## src/design/rmsup_pkg.sv

```systemverilog
// package: register map, field layout, codes and timing of the relay override supervisor
`default_nettype none
package rmsup_pkg;
  // register byte offsets
  localparam logic [7:0]  REG_CMD       = 8'h00;
  localparam logic [7:0]  REG_RELAY     = 8'h04;
  localparam logic [7:0]  REG_STARTUP   = 8'h08;
  localparam logic [7:0]  REG_STILL     = 8'h0c;
  localparam logic [7:0]  REG_STATUS    = 8'h10;
  // command register fields
  localparam int          CMD_UP_LSB    = 0;
  localparam int          CMD_ENT_LSB   = 4;
  localparam int          CMD_IN1_LSB   = 8;
  localparam int          CMD_IN2_LSB   = 12;
  localparam int          CMD_POL1_BIT  = 16;
  localparam int          CMD_POL2_BIT  = 17;
  // relay register fields
  localparam int          RLY_ACT_LSB   = 0;
  localparam int          RLY_POL_LSB   = 4;
  localparam int          RLY_UND_LSB   = 8;
  // reset values
  localparam logic [31:0] CMD_RST       = 32'h0000_0000;
  localparam logic [31:0] RELAY_RST     = 32'h0000_0300;
  localparam logic [31:0] STARTUP_RST   = 32'h0000_0000;
  localparam logic [31:0] STILL_RST     = 32'h0000_0000;
  // function and action codes
  localparam logic [3:0]  FUNC_OVERRIDE = 4'h2;
  localparam logic [3:0]  FUNC_SUPERV   = 4'hc;
  localparam logic [3:0]  ACT_FREEZE    = 4'h8;
  localparam logic [3:0]  ACT_SEL_13    = 4'h5;
  localparam logic [2:0]  POL_ONLY_2    = 3'h2;
  localparam logic [1:0]  UNDER_NONE    = 2'h3;
  // timing
  localparam int          CLK_PERIOD_NS = 10;
  localparam int          MS_NS         = 1000000;
  localparam int          MS_CYCLES     = MS_NS / CLK_PERIOD_NS;
  localparam int          STATIC_HOLD_NS  = 2000000;
  localparam int          EDGE_HOLD_NS    = 50000;
  localparam int          STATIC_HOLD_CYC = (STATIC_HOLD_NS + CLK_PERIOD_NS - 1) / CLK_PERIOD_NS;
  localparam int          EDGE_HOLD_CYC   = (EDGE_HOLD_NS + CLK_PERIOD_NS - 1) / CLK_PERIOD_NS;
  // supervisor states
  typedef enum logic [1:0] {
    SUP_OFF  = 2'b00,
    SUP_RUN  = 2'b01,
    SUP_STOP = 2'b10
  } rmsup_state_t;
endpackage
`default_nettype wire

```

## src/design/rmsup_if.sv

```systemverilog
// interface: link between relay control top and the motion supervisor
`default_nettype none
interface rmsup_if;
  logic        sup_active;
  logic        enabled;
  logic        under;
  logic        zero;
  logic        ms_tick;
  logic [15:0] startup_ms;
  logic [15:0] still_ms;
  logic        alarm;
  modport ctl (output sup_active, enabled, under, zero, ms_tick, startup_ms, still_ms,
               input alarm);
  modport sup (input sup_active, enabled, under, zero, ms_tick, startup_ms, still_ms,
               output alarm);
endinterface
`default_nettype wire

```

## src/design/rmsup_top.sv

```systemverilog
// top: wishbone registers, input synchronisers, relay override/freeze and supervision hookup
//
// Contract
// - key or control input triggers relay override
// - override forces only selected relays
// - selection 5 picks relays one and three
// - pattern bits give forced relay states
// - up key function 2 triggers override
// - selection 8 freezes all relays while asserted
// - release returns relays to comparison at once
// - comparison keeps running during override
// - alarm when disabled yet still moving
// - alarm when enabled yet too slow
// - alarm when no standstill after disable
// - input function 12 enables supervision
// - polarity setting selects enable input level
// - start-up delay masks underspeed alarm only
// - alarms shown on underspeed relay
// - status shows disabled command while supervising
`default_nettype none
module rmsup_top
  import rmsup_pkg::*;
#(
  parameter int MS_TICK_CYCLES = MS_CYCLES
) (
  input  wire logic        clk_i,
  input  wire logic        rst_i,
  input  wire logic        wb_cyc_i,
  input  wire logic        wb_stb_i,
  input  wire logic        wb_we_i,
  input  wire logic [7:0]  wb_adr_i,
  input  wire logic [31:0] wb_dat_i,
  input  wire logic [3:0]  wb_sel_i,
  output logic      [31:0] wb_dat_o,
  output logic             wb_ack_o,
  input  wire logic        key_up_i,
  input  wire logic        key_enter_i,
  input  wire logic        first_control_input_i,
  input  wire logic        second_control_input_i,
  input  wire logic [2:0]  cmp_relay_i,
  input  wire logic        spd_under_i,
  input  wire logic        spd_zero_i,
  output logic             relay_one_o,
  output logic             relay_two_o,
  output logic             relay_three_o,
  output logic             cmd_disabled_o
);
  localparam int PW = $clog2(MS_TICK_CYCLES + 1);
  localparam logic [PW-1:0] PRE_MAX = PW'(MS_TICK_CYCLES - 1);

  generate
    if (MS_TICK_CYCLES < 2) begin : g_chk
      $error("MS_TICK_CYCLES must be at least 2");
    end
  endgenerate

  // byte-lane merge for wishbone writes
  function automatic logic [31:0] wb_merge(input logic [31:0] old_v,
                                           input logic [31:0] new_v,
                                           input logic [3:0]  sel);
    logic [31:0] res;
    res = old_v;
    for (int b = 0; b < 4; b++) begin
      if (sel[b]) res[b*8 +: 8] = new_v[b*8 +: 8];
    end
    return res;
  endfunction

  logic [31:0] cmd_r;
  logic [31:0] relay_cfg_r;
  logic [31:0] startup_r;
  logic [31:0] still_r;
  logic [31:0] dat_r;
  logic        ack_r;
  logic        wr_en;
  logic [3:0]  meta_r;
  logic [3:0]  sync_r;
  logic [PW-1:0] pre_cnt_r;
  logic        tick_r;
  logic [2:0]  relay_r;
  logic [2:0]  relay_nxt;
  logic [2:0]  demand;
  logic        cmd_dis_r;
  logic        cmd_act;
  logic        freeze;
  logic        ovr;
  logic        sup_active;
  logic        enabled;
  logic        key_up_s;
  logic        key_ent_s;
  logic [1:0]  in_s;
  logic [3:0]  up_func;
  logic [3:0]  ent_func;
  logic [3:0]  in1_func;
  logic [3:0]  in2_func;
  logic [3:0]  action;
  logic [2:0]  act_pol;
  logic [1:0]  under_idx;

  rmsup_if sif ();

  ////////////////////////////////////////////////////////////////////////////
  // wishbone slave: one wait state, ack for one cycle, unmapped reads zero
  // the write lands at the ack edge, while the master still holds address and data
  assign wr_en = wb_cyc_i && wb_stb_i && wb_we_i && ack_r;

  always_ff @(posedge clk_i) begin
    if (rst_i) ack_r <= 1'b0;
    else       ack_r <= wb_cyc_i && wb_stb_i && !ack_r;
  end

  // writable configuration; status and unmapped addresses ignore writes
  always_ff @(posedge clk_i) begin
    if (rst_i) begin
      cmd_r       <= CMD_RST;
      relay_cfg_r <= RELAY_RST;
      startup_r   <= STARTUP_RST;
      still_r     <= STILL_RST;
    end else if (wr_en) begin
      case (wb_adr_i)
        REG_CMD:     cmd_r       <= wb_merge(cmd_r, wb_dat_i, wb_sel_i);
        REG_RELAY:   relay_cfg_r <= wb_merge(relay_cfg_r, wb_dat_i, wb_sel_i);
        REG_STARTUP: startup_r   <= wb_merge(startup_r, wb_dat_i, wb_sel_i);
        REG_STILL:   still_r     <= wb_merge(still_r, wb_dat_i, wb_sel_i);
        default:     cmd_r       <= cmd_r;
      endcase
    end
  end

  // read data, registered alongside ack
  always_ff @(posedge clk_i) begin
    if (rst_i) begin
      dat_r <= 32'h0000_0000;
    end else begin
      case (wb_adr_i)
        REG_CMD:     dat_r <= {14'h0000, cmd_r[17:0]};
        REG_RELAY:   dat_r <= {22'h00_0000, relay_cfg_r[9:0]};
        REG_STARTUP: dat_r <= {16'h0000, startup_r[15:0]};
        REG_STILL:   dat_r <= {16'h0000, still_r[15:0]};
        REG_STATUS:  dat_r <= {23'h00_0000, enabled, ovr, freeze, sup_active,
                               sif.alarm, cmd_dis_r, relay_r};
        default:     dat_r <= 32'h0000_0000;
      endcase
    end
  end

  assign wb_ack_o = ack_r;
  assign wb_dat_o = dat_r;

  // configuration fields; unused high bits read back as zero
  assign up_func   = cmd_r[CMD_UP_LSB +: 4];
  assign ent_func  = cmd_r[CMD_ENT_LSB +: 4];
  assign in1_func  = cmd_r[CMD_IN1_LSB +: 4];
  assign in2_func  = cmd_r[CMD_IN2_LSB +: 4];
  assign action    = relay_cfg_r[RLY_ACT_LSB +: 4];
  assign act_pol   = relay_cfg_r[RLY_POL_LSB +: 3];
  assign under_idx = relay_cfg_r[RLY_UND_LSB +: 2];

  ////////////////////////////////////////////////////////////////////////////
  // pin synchronisers; no debounce, the source keeps its level long enough
  always_ff @(posedge clk_i) begin
    if (rst_i) begin
      meta_r <= 4'h0;
      sync_r <= 4'h0;
    end else begin
      meta_r <= {second_control_input_i, first_control_input_i, key_enter_i, key_up_i};
      sync_r <= meta_r;
    end
  end

  assign key_up_s  = sync_r[0];
  assign key_ent_s = sync_r[1];
  assign in_s      = sync_r[3:2];

  // millisecond tick for the supervision timers
  always_ff @(posedge clk_i) begin
    if (rst_i) begin
      pre_cnt_r <= '0;
      tick_r    <= 1'b0;
    end else if (pre_cnt_r == PRE_MAX) begin
      pre_cnt_r <= '0;
      tick_r    <= 1'b1;
    end else begin
      pre_cnt_r <= pre_cnt_r + PW'(1);
      tick_r    <= 1'b0;
    end
  end

  ////////////////////////////////////////////////////////////////////////////
  // command decode: levels only, so an edge setting would just act as a level
  assign cmd_act = (up_func == FUNC_OVERRIDE && key_up_s) ||
                   (ent_func == FUNC_OVERRIDE && key_ent_s) ||
                   (in1_func == FUNC_OVERRIDE && in_s[0]) ||
                   (in2_func == FUNC_OVERRIDE && in_s[1]);
  assign freeze  = cmd_act && action == ACT_FREEZE;
  assign ovr     = cmd_act && action != ACT_FREEZE;

  // supervision: input with function 12; polarity bit inverts the enable level
  assign sup_active = (in1_func == FUNC_SUPERV) || (in2_func == FUNC_SUPERV);
  assign enabled    = (in1_func == FUNC_SUPERV) ? (in_s[0] ^ cmd_r[CMD_POL1_BIT])
                                                : (in_s[1] ^ cmd_r[CMD_POL2_BIT]);

  assign sif.sup_active = sup_active;
  assign sif.enabled    = enabled;
  assign sif.under      = spd_under_i;
  assign sif.zero       = spd_zero_i;
  assign sif.ms_tick    = tick_r;
  assign sif.startup_ms = startup_r[15:0];
  assign sif.still_ms   = still_r[15:0];

  rmsup_supervisor u_sup (
    .clk_i (clk_i),
    .rst_i (rst_i),
    .sif   (sif.sup)
  );

  // demanded relay states: comparison, with the alarm on the underspeed relay
  always_comb begin
    demand = cmp_relay_i;
    if (sup_active && under_idx != UNDER_NONE) begin
      demand[under_idx] = sif.alarm;
    end
  end

  // relay drive: freeze holds, override forces selected bits, else follow demand
  always_comb begin
    relay_nxt = demand;
    if (freeze) begin
      relay_nxt = relay_r;
    end else if (ovr) begin
      relay_nxt = (demand & ~action[2:0]) | (act_pol & action[2:0]);
    end
  end

  always_ff @(posedge clk_i) begin
    if (rst_i) relay_r <= 3'h0;
    else       relay_r <= relay_nxt;
  end

  // disabled-command indicator, only meaningful while supervising
  always_ff @(posedge clk_i) begin
    if (rst_i) cmd_dis_r <= 1'b0;
    else       cmd_dis_r <= sup_active && !enabled;
  end

  assign relay_one_o    = relay_r[0];
  assign relay_two_o    = relay_r[1];
  assign relay_three_o  = relay_r[2];
  assign cmd_disabled_o = cmd_dis_r;
endmodule // rmsup_top
`default_nettype wire

```

## src/design/rmsup_supervisor.sv

```systemverilog
// motion supervisor: enable command against speed window, with start-up and standstill timers
`default_nettype none
module rmsup_supervisor
  import rmsup_pkg::*;
(
  input  wire logic clk_i,
  input  wire logic rst_i,
  rmsup_if.sup      sif
);
  rmsup_state_t state_r;
  rmsup_state_t want_st;
  logic [15:0]  su_cnt_r;
  logic [15:0]  st_cnt_r;
  logic         alarm_r;
  logic         alarm_nxt;
  logic         trans;

  // a transition also counts on entry, so timers start fresh when supervision is enabled
  assign want_st = sif.enabled ? SUP_RUN : SUP_STOP;
  assign trans   = sif.sup_active && (state_r != want_st);
  assign sif.alarm = alarm_r;

  ////////////////////////////////////////////////////////////////////////////
  // command state tracking
  always_ff @(posedge clk_i) begin
    if (rst_i) begin
      state_r <= SUP_OFF;
    end else begin
      case (state_r)
        SUP_OFF:  if (sif.sup_active) state_r <= want_st;
        SUP_RUN:  if (!sif.sup_active) state_r <= SUP_OFF; else state_r <= want_st;
        SUP_STOP: if (!sif.sup_active) state_r <= SUP_OFF; else state_r <= want_st;
        default:  state_r <= SUP_OFF;
      endcase
    end
  end

  // start-up delay, reloaded at each enable/disable change
  always_ff @(posedge clk_i) begin
    if (rst_i) begin
      su_cnt_r <= 16'h0000;
    end else if (trans) begin
      su_cnt_r <= sif.startup_ms;
    end else if (sif.ms_tick && su_cnt_r != 16'h0000) begin
      su_cnt_r <= su_cnt_r - 16'h0001;
    end
  end

  // standstill window, loaded only when the command falls to disabled or supervision starts disabled
  always_ff @(posedge clk_i) begin
    if (rst_i) begin
      st_cnt_r <= 16'h0000;
    end else if (trans && !sif.enabled) begin
      st_cnt_r <= sif.still_ms;
    end else if (sif.ms_tick && st_cnt_r != 16'h0000) begin
      st_cnt_r <= st_cnt_r - 16'h0001;
    end
  end

  // alarm decision; runs regardless of relay override so it is valid on release
  always_comb begin
    alarm_nxt = 1'b0;
    case (state_r)
      SUP_RUN:  alarm_nxt = (su_cnt_r == 16'h0000) && sif.under && !trans;
      SUP_STOP: alarm_nxt = (st_cnt_r == 16'h0000) && !sif.zero && !trans;
      default:  alarm_nxt = 1'b0;
    endcase
  end

  always_ff @(posedge clk_i) begin
    if (rst_i) alarm_r <= 1'b0;
    else       alarm_r <= alarm_nxt;
  end
endmodule // rmsup_supervisor
`default_nettype wire

```

## config.mk

```make
export PLATFORM = sky130hd
export DESIGN_NAME = rmsup_top
export DESIGN_NICKNAME = d
export VERILOG_FILES = /design/src/design/rmsup_pkg.sv /design/src/design/rmsup_if.sv /design/src/design/rmsup_top.sv /design/src/design/rmsup_supervisor.sv
export SDC_FILE = /design/constraint.sdc
export NUM_CORES = 1
export LEC_CHECK = 0
export ABC_CLOCK_PERIOD_IN_PS = 3720
export BUFFER_PORTS_ARGS = -buffer_cell sky130_fd_sc_hd__buf_2
export CAP_MARGIN = 20
export CORE_UTILIZATION = 55
export DETAILED_ROUTE_END_ITERATION = 10
export HOLD_SLACK_MARGIN = 0.15
export PLACE_DENSITY = 0.8
export REMOVE_ABC_BUFFERS = 1
export SYNTH_ARGS = -nofsm -noshare
export SYNTH_HDL_FRONTEND = slang
export SYNTH_SLANG_ARGS = --single-unit
```

## constraint.sdc

```tcl
create_clock -name clk_i -period 3.72 [get_ports clk_i]
set_input_delay 1.116 -clock clk_i [delete_from_list [all_inputs] [get_ports clk_i]]
set_output_delay 1.116 -clock clk_i [all_outputs]
set_load 0.02 [all_outputs]
```

==> results of run 1 <==
-- registers in the layout, summed over array words and instances (netlist names) --
signal           cells
u_sup.st_cnt_r      16
cmd_disabled_o       1
still_r             16
u_sup.su_cnt_r      16
pre_cnt_r           17
cmd_r               18
relay_cfg_r         10
wb_dat_o            18
u_sup.sif.alarm      1
relay_r              3
sif.ms_tick          1
sync_r               4
wb_ack_o             1
meta_r               4
startup_r           16
u_sup.state_r        2
-- layer usage --
metal	up-vias	global-route usage, %	part of all wire (%)
met5	-	0	0
met2	294	44.5	48
met3	51	5.68	7.3
met1	2818	33.4	41
li1	2803	-	-
met4	0	14.3	3.8
-- per-stage QoR --
stage / hold slack, ns / worst slack, ns / std cells / power, µW / instance area [µm²]
after global placement: 0.416 / 0.535 / 944 / 1710 / 7110
after detailed placement: 0.429 / 0.467 / 945 / 1710 / 7120
final: 0.433 / 0.885 / 977 / 3440 / 7740
after floorplan: 0.414 / 0.268 / 725 / 1640 / 6540
after CTS: 0.433 / 0.919 / 977 / 3450 / 7740
after global routing: 0.458 / 0.798 / 977 / 3530 / 7740
-- logic make-up (layout without fill, tap and decap cells) --
kind of cell / after synthesis / in the layout / synth area share [%]
fa+ha+maj: 8 / 8 / 1.48
simple gates: 317 / 317 / 24.1
compound gates: 137 / 137 / 13.1
mux: 53 / 53 / 8.54
other cells: 1 / 14 / 0.0555
buf+inv: 65 / 114 / 4.46
flops: 144 / 144 / 42.7
xor+xnor: 43 / 43 / 5.58
-- final timing paths --
| check | endpoint |
|---|---|
| setup / recovery | relay_cfg_r[2] |
| setup reg to reg | u_sup.su_cnt_r[9] |
| hold / removal | wb_ack_o |
| hold reg to reg | wb_ack_o |
-- where the power goes --
group	total, µW	internal (µW)	switching (µW)
logic	124	39.3	85.1
clock network	1760	1090	667
registers	1560	1550	5.72
-- placed cells by master, fill, tap and decap left out, types with 16 or more instances in the layout --
cell type and count:
nor3_1 16, buf_2 65, a21oi_1 55, nand2_1 91
nand3_1 22, mux2i_1 43, xnor2_1 22, xor2_1 21
nor2_1 90, dfxtp_1 144, o21ai_0 26, clkbuf_16 17
-- layout make-up --
| cell class | count | area share (%) |
|---|---|---|
| clock inverter | 12 | 2.05 |
| sequential | 144 | 37.3 |
| clock buffer | 20 | 5.90 |
| multi-input combinational | 572 | 46.8 |
| inverter | 9 | 0.437 |
| tap | 147 | 2.38 |
| timing repair buffer | 73 | 5.19 |
-- worst max-delay path, stage by stage --
cell and delay [ns]:
buf_2 0.10, or4_4 0.55, nor3_1 0.29, buf_12 0.19, nand4b_1 0.47, mux2i_1 0.33
nor2_1 0.06
==> impl_metrics.toml, run 1 <==
[status]
status = "complete, no violations"

[synthesis]
ys_top_cells_by_count = "144 x dfxtp_1, 91 x nand2_1, 90 x nor2_1"
synth_seq_cells = 144
syn-instance-count = 768
synth.top_cell.area_share_pct = 42.7
synth_ff_type = "dfxtp_1"
synth_edf_count = 0
synthTopCellsByArea = "dfxtp_1 43%, mux2i_1 6.4%, nand2_1 5.1%"
async_flop_share_pct = 0
avgSynthCellArea_um2 = 8.79
synth_seq_area_share_pct = 42.7
yosys_warnings = 0
synth.distinct_cells = 63
synthMostInstantiatedCell = "dfxtp_1"
netlist_area_um2 = 6750
synth.largest_area_cell = "dfxtp_1"

[cts]
clk_path_buf_depth = 2
ctsResizeCount = 0
cts_buffers = 17
clk_pin_slew_worst_paths_ns = 0.06
clock-root-buffer = "clkbuf_16"
cts_max_level = 4
post-cts-setup-buffers = 0
holdBufCountCts = 0
clock_latency_ns = 0.43
cts_tree = "built"
cts.sinks = 144

[cells_and_area]
postLayoutCoreUtil_pct = 64.4
syn_to_final_growth_pct = 14.5
multi_input_area_um2 = 3620
final_nets = 883
drive_gt1_share_pct = 15.9
diodes = 0
regArea_um2 = 2880
fill_cells = 950

[worst_setup_path]
r2r_slack_ns = 1.11
cp-startpoint = "wb_adr_i[1]"
required_ns = 4.00
rr_worst_depth = 6
arrival_ns = 3.12
start_kind = "primary input"
crit_type = "in2reg"
end_kind = "flop"
r2r_start = "cmd_r[10]"
worstPathMaxFanout = 15

[placement]
port_buffers = 65
dp_hpwl_um = 11700
gp_congestion = 0.939

[drt]
routed-via-count = 5966
drtIter0Drc = 493
routed_via_density = 6.11
wl_um = 16700
post_drt_wl_per_cell_um = 17.0
dr.pass1.iters = 5
ant_nets = 0
drc_errors = 0

[sta]
fin_tns_setup_ns = 0
finalCritPeriodShare_pct = 76.2
hold_violations = 0
finalClockSkew_ns = 0.00968
relSlewSlack_pct = 32.6
rsz0062_at_grt = "no"
fin_crit_ns = 2.83
finalSetupViolCount = 0
drv_slew = 0
max_freq_mhz = 353
worstMarginPinSlew_ns = 1.01

[power_and_ir_drop]
p_per_area_nw_per_um2 = 445
power.leakage_uw = 0.00314
vdd_drop_max_mv = 0.360

[global_route]
grt_overflow_total = 0
grt_max_degree = 97
grt_pass1_vias = 5564
antenna_found_initial = 0
grt_pass1_wl_um = 26900
grt_usage_pct = 27.0

[die]
die_area_um2 = 12700
die_w_um = 113
rows = 40
ioPinCount = 95
die_h_um = 113
core_area_um2 = 12000
initial_core_util_pct = 56.2

[min_path]
holdPathStages = 1
min_path_type = "reg2reg"
hp-start = "wb_ack_o"

[run]
maxCapViolations = 0
Note: power is estimated with default switching activity, not from simulation.
==> run 2: changes to the inputs <==
--- a/config.mk
+++ b/config.mk
@@ -5,7 +5,7 @@
 export SDC_FILE = /design/constraint.sdc
 export NUM_CORES = 1
 export LEC_CHECK = 0
-export ABC_CLOCK_PERIOD_IN_PS = 3720
+export ABC_CLOCK_PERIOD_IN_PS = 2900
 export BUFFER_PORTS_ARGS = -buffer_cell sky130_fd_sc_hd__buf_2
 export CAP_MARGIN = 20
 export CORE_UTILIZATION = 55
==> constraint.sdc (replaced) <==
create_clock -name clk_i -period 2.9 [get_ports clk_i]
set_input_delay 0.87 -clock clk_i [delete_from_list [all_inputs] [get_ports clk_i]]
set_output_delay 0.87 -clock clk_i [all_outputs]
set_load 0.02 [all_outputs]
==> run 2 against run 1 <==
- cell count is 0.51% higher
- wire length up 3.2%
- critical path type is now reg2reg
- sequential power up 28%
- setup slack lost 0.58 ns
- clock power is 22% higher
- via count down 1.3%
- final area barely moved
- non-clock buffer count up 5
- power grew 25%
==> impl_metrics.toml, run 2 (synthesis gave the netlist of run 1 again) <==
[die]
ioPinCount = 95
die_area_um2 = 12700
core_area_um2 = 12000
initial_core_util_pct = 56.2
die_w_um = 113
die_h_um = 113
rows = 40

[drt]
dr.pass1.iters = 5
wl_um = 17200
routed_via_density = 6.00
post_drt_wl_per_cell_um = 17.5
ant_nets = 0
drc_errors = 0
routed-via-count = 5889
drtIter0Drc = 385

[global_route]
grt_max_degree = 97
grt_pass1_vias = 5617
grt_overflow_total = 0
grt_pass1_wl_um = 27900
grt_usage_pct = 28.3
antenna_found_initial = 0

[sta]
relSlewSlack_pct = 34.3
fin_crit_ns = 2.59
worstMarginPinSlew_ns = 0.986
hold_violations = 0
max_freq_mhz = 385
finalSetupViolCount = 0
whs_ns = 0.441
setup_slack_ns = 0.305
rsz0062_at_grt = "no"
fin_tns_setup_ns = 0
drv_slew = 0
finalClockSkew_ns = 0.0100
finalCritPeriodShare_pct = 89.5

[run]
maxCapViolations = 0

[power_and_ir_drop]
vdd_drop_max_mv = 0.347
clkPwrFrac_pct = 49.9
power_frac_seq_pct = 46.3
switching_share_pct = 22.7
power.leakage_uw = 0.00314
p_per_area_nw_per_um2 = 558
power_frac_comb_pct = 3.8
p_switching_uw = 979
internal_power_uw = 3340

[placement]
place_ws_ns = 0.111
dp_hpwl_um = 12100
port_buffers = 65
gp_congestion = 0.910

[cells_and_area]
fill_cells = 1013
postLayoutCoreUtil_pct = 64.4
drive_gt1_share_pct = 16.2
diodes = 0
multi_input_area_um2 = 3620
final_cell_mix = "144 x dfxtp_1, 91 x nand2_1, 90 x nor2_1"
syn_to_final_growth_pct = 14.6
mostFrequentLayoutCell = "dfxtp_1"
final_nets = 888
regArea_um2 = 2880

[cts]
clk_pin_slew_worst_paths_ns = 0.06
cts.sinks = 144
holdBufCountCts = 0
cts_max_level = 4
post-cts-setup-buffers = 0
cts_buffers = 17
cts_tree = "built"
ctsResizeCount = 0
clock_latency_ns = 0.43
clk_path_buf_depth = 2
clock-root-buffer = "clkbuf_16"

[min_path]
min_path_type = "reg2reg"

[worst_setup_path]
start_kind = "flop"
crit_type = "reg2reg"
worstPathMaxFanout = 16
arrival_ns = 2.91
required_ns = 3.22
end_kind = "flop"

[status]
status = "complete, no violations"
[run 2: through the flow]
step	total power, µW	instance area, µm²	instances
after floorplan	2100	6540	725
after global placement	2200	7150	949
after detailed placement	2200	7160	950
after CTS	4320	7740	982
after global routing	4430	7740	982
final	4320	7740	982
[run 2: power by group through the flow]
stage	Sequential [µW]	Combinational (µW)	Clock (µW)
floorplan	2040	58.8	0
global placement	2040	158	0
detailed placement	2040	161	0
CTS	2000	163	2160
global route	2000	177	2250
finish	2000	166	2150
[run 2: worst max-delay path: stages, from the launching register on]
cell	delay, ns
dfxtp_1	0.39
nor4bb_1	0.33
buf_4	0.21
mux2i_1	0.37
mux2_2	0.45
nand2_1	0.35
a221oi_1	0.37
[run 2: area by class of cell]
type / instances / area share, %
Clock inverter: 11 / 1.70
Timing Repair Buffer: 78 / 5.67
Inverter: 9 / 0.436
Clock buffer: 21 / 5.82
Multi-Input combinational cell: 572 / 46.8
Sequential cell: 144 / 37.2
Tap cell: 147 / 2.38
[run 2: layer usage]
| layer | vias to the layer above | wire (µm) | part of all wire (%) | track usage [%] |
|---|---|---|---|---|
| met5 | - | 0 | 0 | 0 |
| met4 | 0 | 439 | 2.6 | 12.1 |
| met3 | 40 | 1200 | 7.0 | 6.59 |
| met2 | 219 | 8390 | 49 | 46.5 |
| met1 | 2820 | 7160 | 42 | 35.6 |
| li1 | 2810 | - | - | - |
[run 2: worst paths after layout]
| kind | start | to | slack, ns | cells after the start |
|---|---|---|---|---|
| min | meta_r[1] | sync_r[1] | 0.44 | 1 |
| max | cmd_r[10] | u_sup.su_cnt_r[0] | 0.31 | 6 |
| max reg2reg | cmd_r[10] | u_sup.su_cnt_r[0] | 0.31 | 6 |
| min reg2reg | meta_r[1] | sync_r[1] | 0.44 | 1 |
==> run 3: changes to the inputs <==
--- a/config.mk
+++ b/config.mk
@@ -8,10 +8,10 @@
 export ABC_CLOCK_PERIOD_IN_PS = 2900
 export BUFFER_PORTS_ARGS = -buffer_cell sky130_fd_sc_hd__buf_2
 export CAP_MARGIN = 20
-export CORE_UTILIZATION = 55
+export CORE_UTILIZATION = 45
 export DETAILED_ROUTE_END_ITERATION = 10
 export HOLD_SLACK_MARGIN = 0.15
-export PLACE_DENSITY = 0.8
+export PLACE_DENSITY = 0.68
 export REMOVE_ABC_BUFFERS = 1
 export SYNTH_ARGS = -nofsm -noshare
 export SYNTH_HDL_FRONTEND = slang
==> run 3 against run 2 <==
- die area up 22%
- critical path depth fell by 1
- via count is 2.5% lower
- clock skew is 0.0019 ns higher
- core utilization is 10 points lower
- sequential cell count unchanged
- sequential share of layout area shrank 0.66 points
- final area is 1.8% higher
- register-to-register slack lost 0.05 ns
- largest cell class unchanged
- largest power group unchanged
==> impl_metrics.toml, run 3 (synthesis gave the netlist of run 1 again) <==
[cts]
holdBufCountCts = 0
post-cts-setup-buffers = 0
ctsResizeCount = 0
clock-root-buffer = "clkbuf_16"
cts.sinks = 144
clk_path_buf_depth = 2
cts_buffers = 17
cts_tree = "built"
clk_pin_slew_worst_paths_ns = 0.06
cts_max_level = 4
clock_latency_ns = 0.43

[power_and_ir_drop]
power.leakage_uw = 0.00319
vdd_drop_max_mv = 0.388
p_per_area_nw_per_um2 = 559

[die]
die_w_um = 125
core_area_um2 = 14600
rows = 44
die_h_um = 125
initial_core_util_pct = 46.3
ioPinCount = 95
die_area_um2 = 15500

[worst_setup_path]
worstPathMaxFanout = 16
rr_worst_depth = 5
cp-startpoint = "cmd_r[10]"
end_kind = "flop"
arrival_ns = 2.97
start_kind = "flop"
required_ns = 3.22
worstPathCellList = "nor4bb_1 > mux2i_1 > mux2_2 > nand2_1 > a221oi_1"
crit_type = "reg2reg"
crit_slowest_cell = "mux2_2"
reg2reg_to = "u_sup.su_cnt_r[0]"
endpoint = "u_sup.su_cnt_r[0]"
cp_slowest_stage_delay_ns = 0.49
r2r_slack_ns = 0.25
r2r_start = "cmd_r[10]"

[drt]
routed_via_density = 5.60
wl_um = 16600
drc_errors = 0
wl_met3_um = 780
post_drt_wl_per_cell_um = 16.1
routed-via-count = 5742
dr.pass1.iters = 5
met2WireLength_um = 7500
drtIter0Drc = 366
wl_met1_um = 8020
ant_nets = 0
top_layer = "met4"

[cells_and_area]
drive_gt1_share_pct = 17.3
fill_cells = 1373
syn_to_final_growth_pct = 16.7
final_area_um2 = 7880
diodes = 0
mostFrequentLayoutCell = "dfxtp_1"
postLayoutCoreUtil_pct = 54.0
final_nets = 896
final_cell_mix = "144 x dfxtp_1, 91 x nand2_1, 90 x nor2_1"

[sta]
drv_slew = 0
finalClockSkew_ns = 0.0119
max_freq_mhz = 378
worstMarginPinSlew_ns = 0.549
finalSetupViolCount = 0
relSlewSlack_pct = 62.9
whs_ns = 0.440
finalCritPeriodShare_pct = 91.2
fin_tns_setup_ns = 0
fin_crit_ns = 2.65
hold_violations = 0
setup_slack_ns = 0.255
rsz0062_at_grt = "no"

[placement]
gp_congestion = 0.786
dp_hpwl_um = 11700
placed_area_um2 = 7260
place_ws_ns = 0.189
port_buffers = 65

[global_route]
grt_usage_pct = 21.8
grt_pass1_vias = 5247
grt_pass1_wl_um = 26700
grt_overflow_total = 0
antenna_found_initial = 0
grt_max_degree = 97

[run]
maxCapViolations = 0

[min_path]
hp-start = "meta_r[3]"
holdPathStages = 1
min_path_type = "reg2reg"

[status]
status = "complete, no violations"
run 3: worst max-delay path, delay by kind of cell, from the launching register on:
| family | cells | cell delay, ns |
|---|---|---|
| multiplexers | 2 | 0.96 |
| AND/OR/NAND/NOR | 2 | 0.84 |
| flip-flops | 1 | 0.37 |
| AO/OA/AOI/OAI | 1 | 0.36 |
run 3: power breakdown:
part,internal (µW),switching (µW),leakage (µW),total [µW]
Sequential,1990,7.04,0.00116,2000
Clock,1370,866,0.000278,2240
Combinational,55.9,113,0.00175,169
run 3: layout make-up:
class | instances | area (µm²) | area share (%)
Inverter | 9 | 33.8 | 0.429
Sequential cell | 144 | 2880 | 36.6
Clock inverter | 12 | 159 | 2.02
Clock buffer | 19 | 443 | 5.62
Timing Repair Buffer | 86 | 503 | 6.38
Multi-Input combinational cell | 572 | 3630 | 46.0
Tap cell | 184 | 230 | 2.92
run 3: layer usage:
layer,global-route usage (%),vias to the layer above
met1,30.5,2755
li1,-,2824
met3,4.38,18
met2,33.7,145
met4,6.66,0
met5,0,-
run 3: worst min-delay path by stage:
| stage | to | slack, ns |
|---|---|---|
| floorplan | sync_r[0] | 0.41 |
| global placement | sync_r[1] | 0.42 |
| detailed placement | sync_r[0] | 0.42 |
| CTS | sync_r[0] | 0.44 |
| global route | sync_r[1] | 0.45 |
| finish | sync_r[3] | 0.44 |
run 3: per-stage QoR:
| stage | power (µW) | std cells |
|---|---|---|
| detailed placement | 2210 | 994 |
| finish | 4400 | 1026 |
| CTS | 4430 | 1025 |
| global placement | 2210 | 994 |
| global route | 4540 | 1026 |
| floorplan | 2100 | 725 |
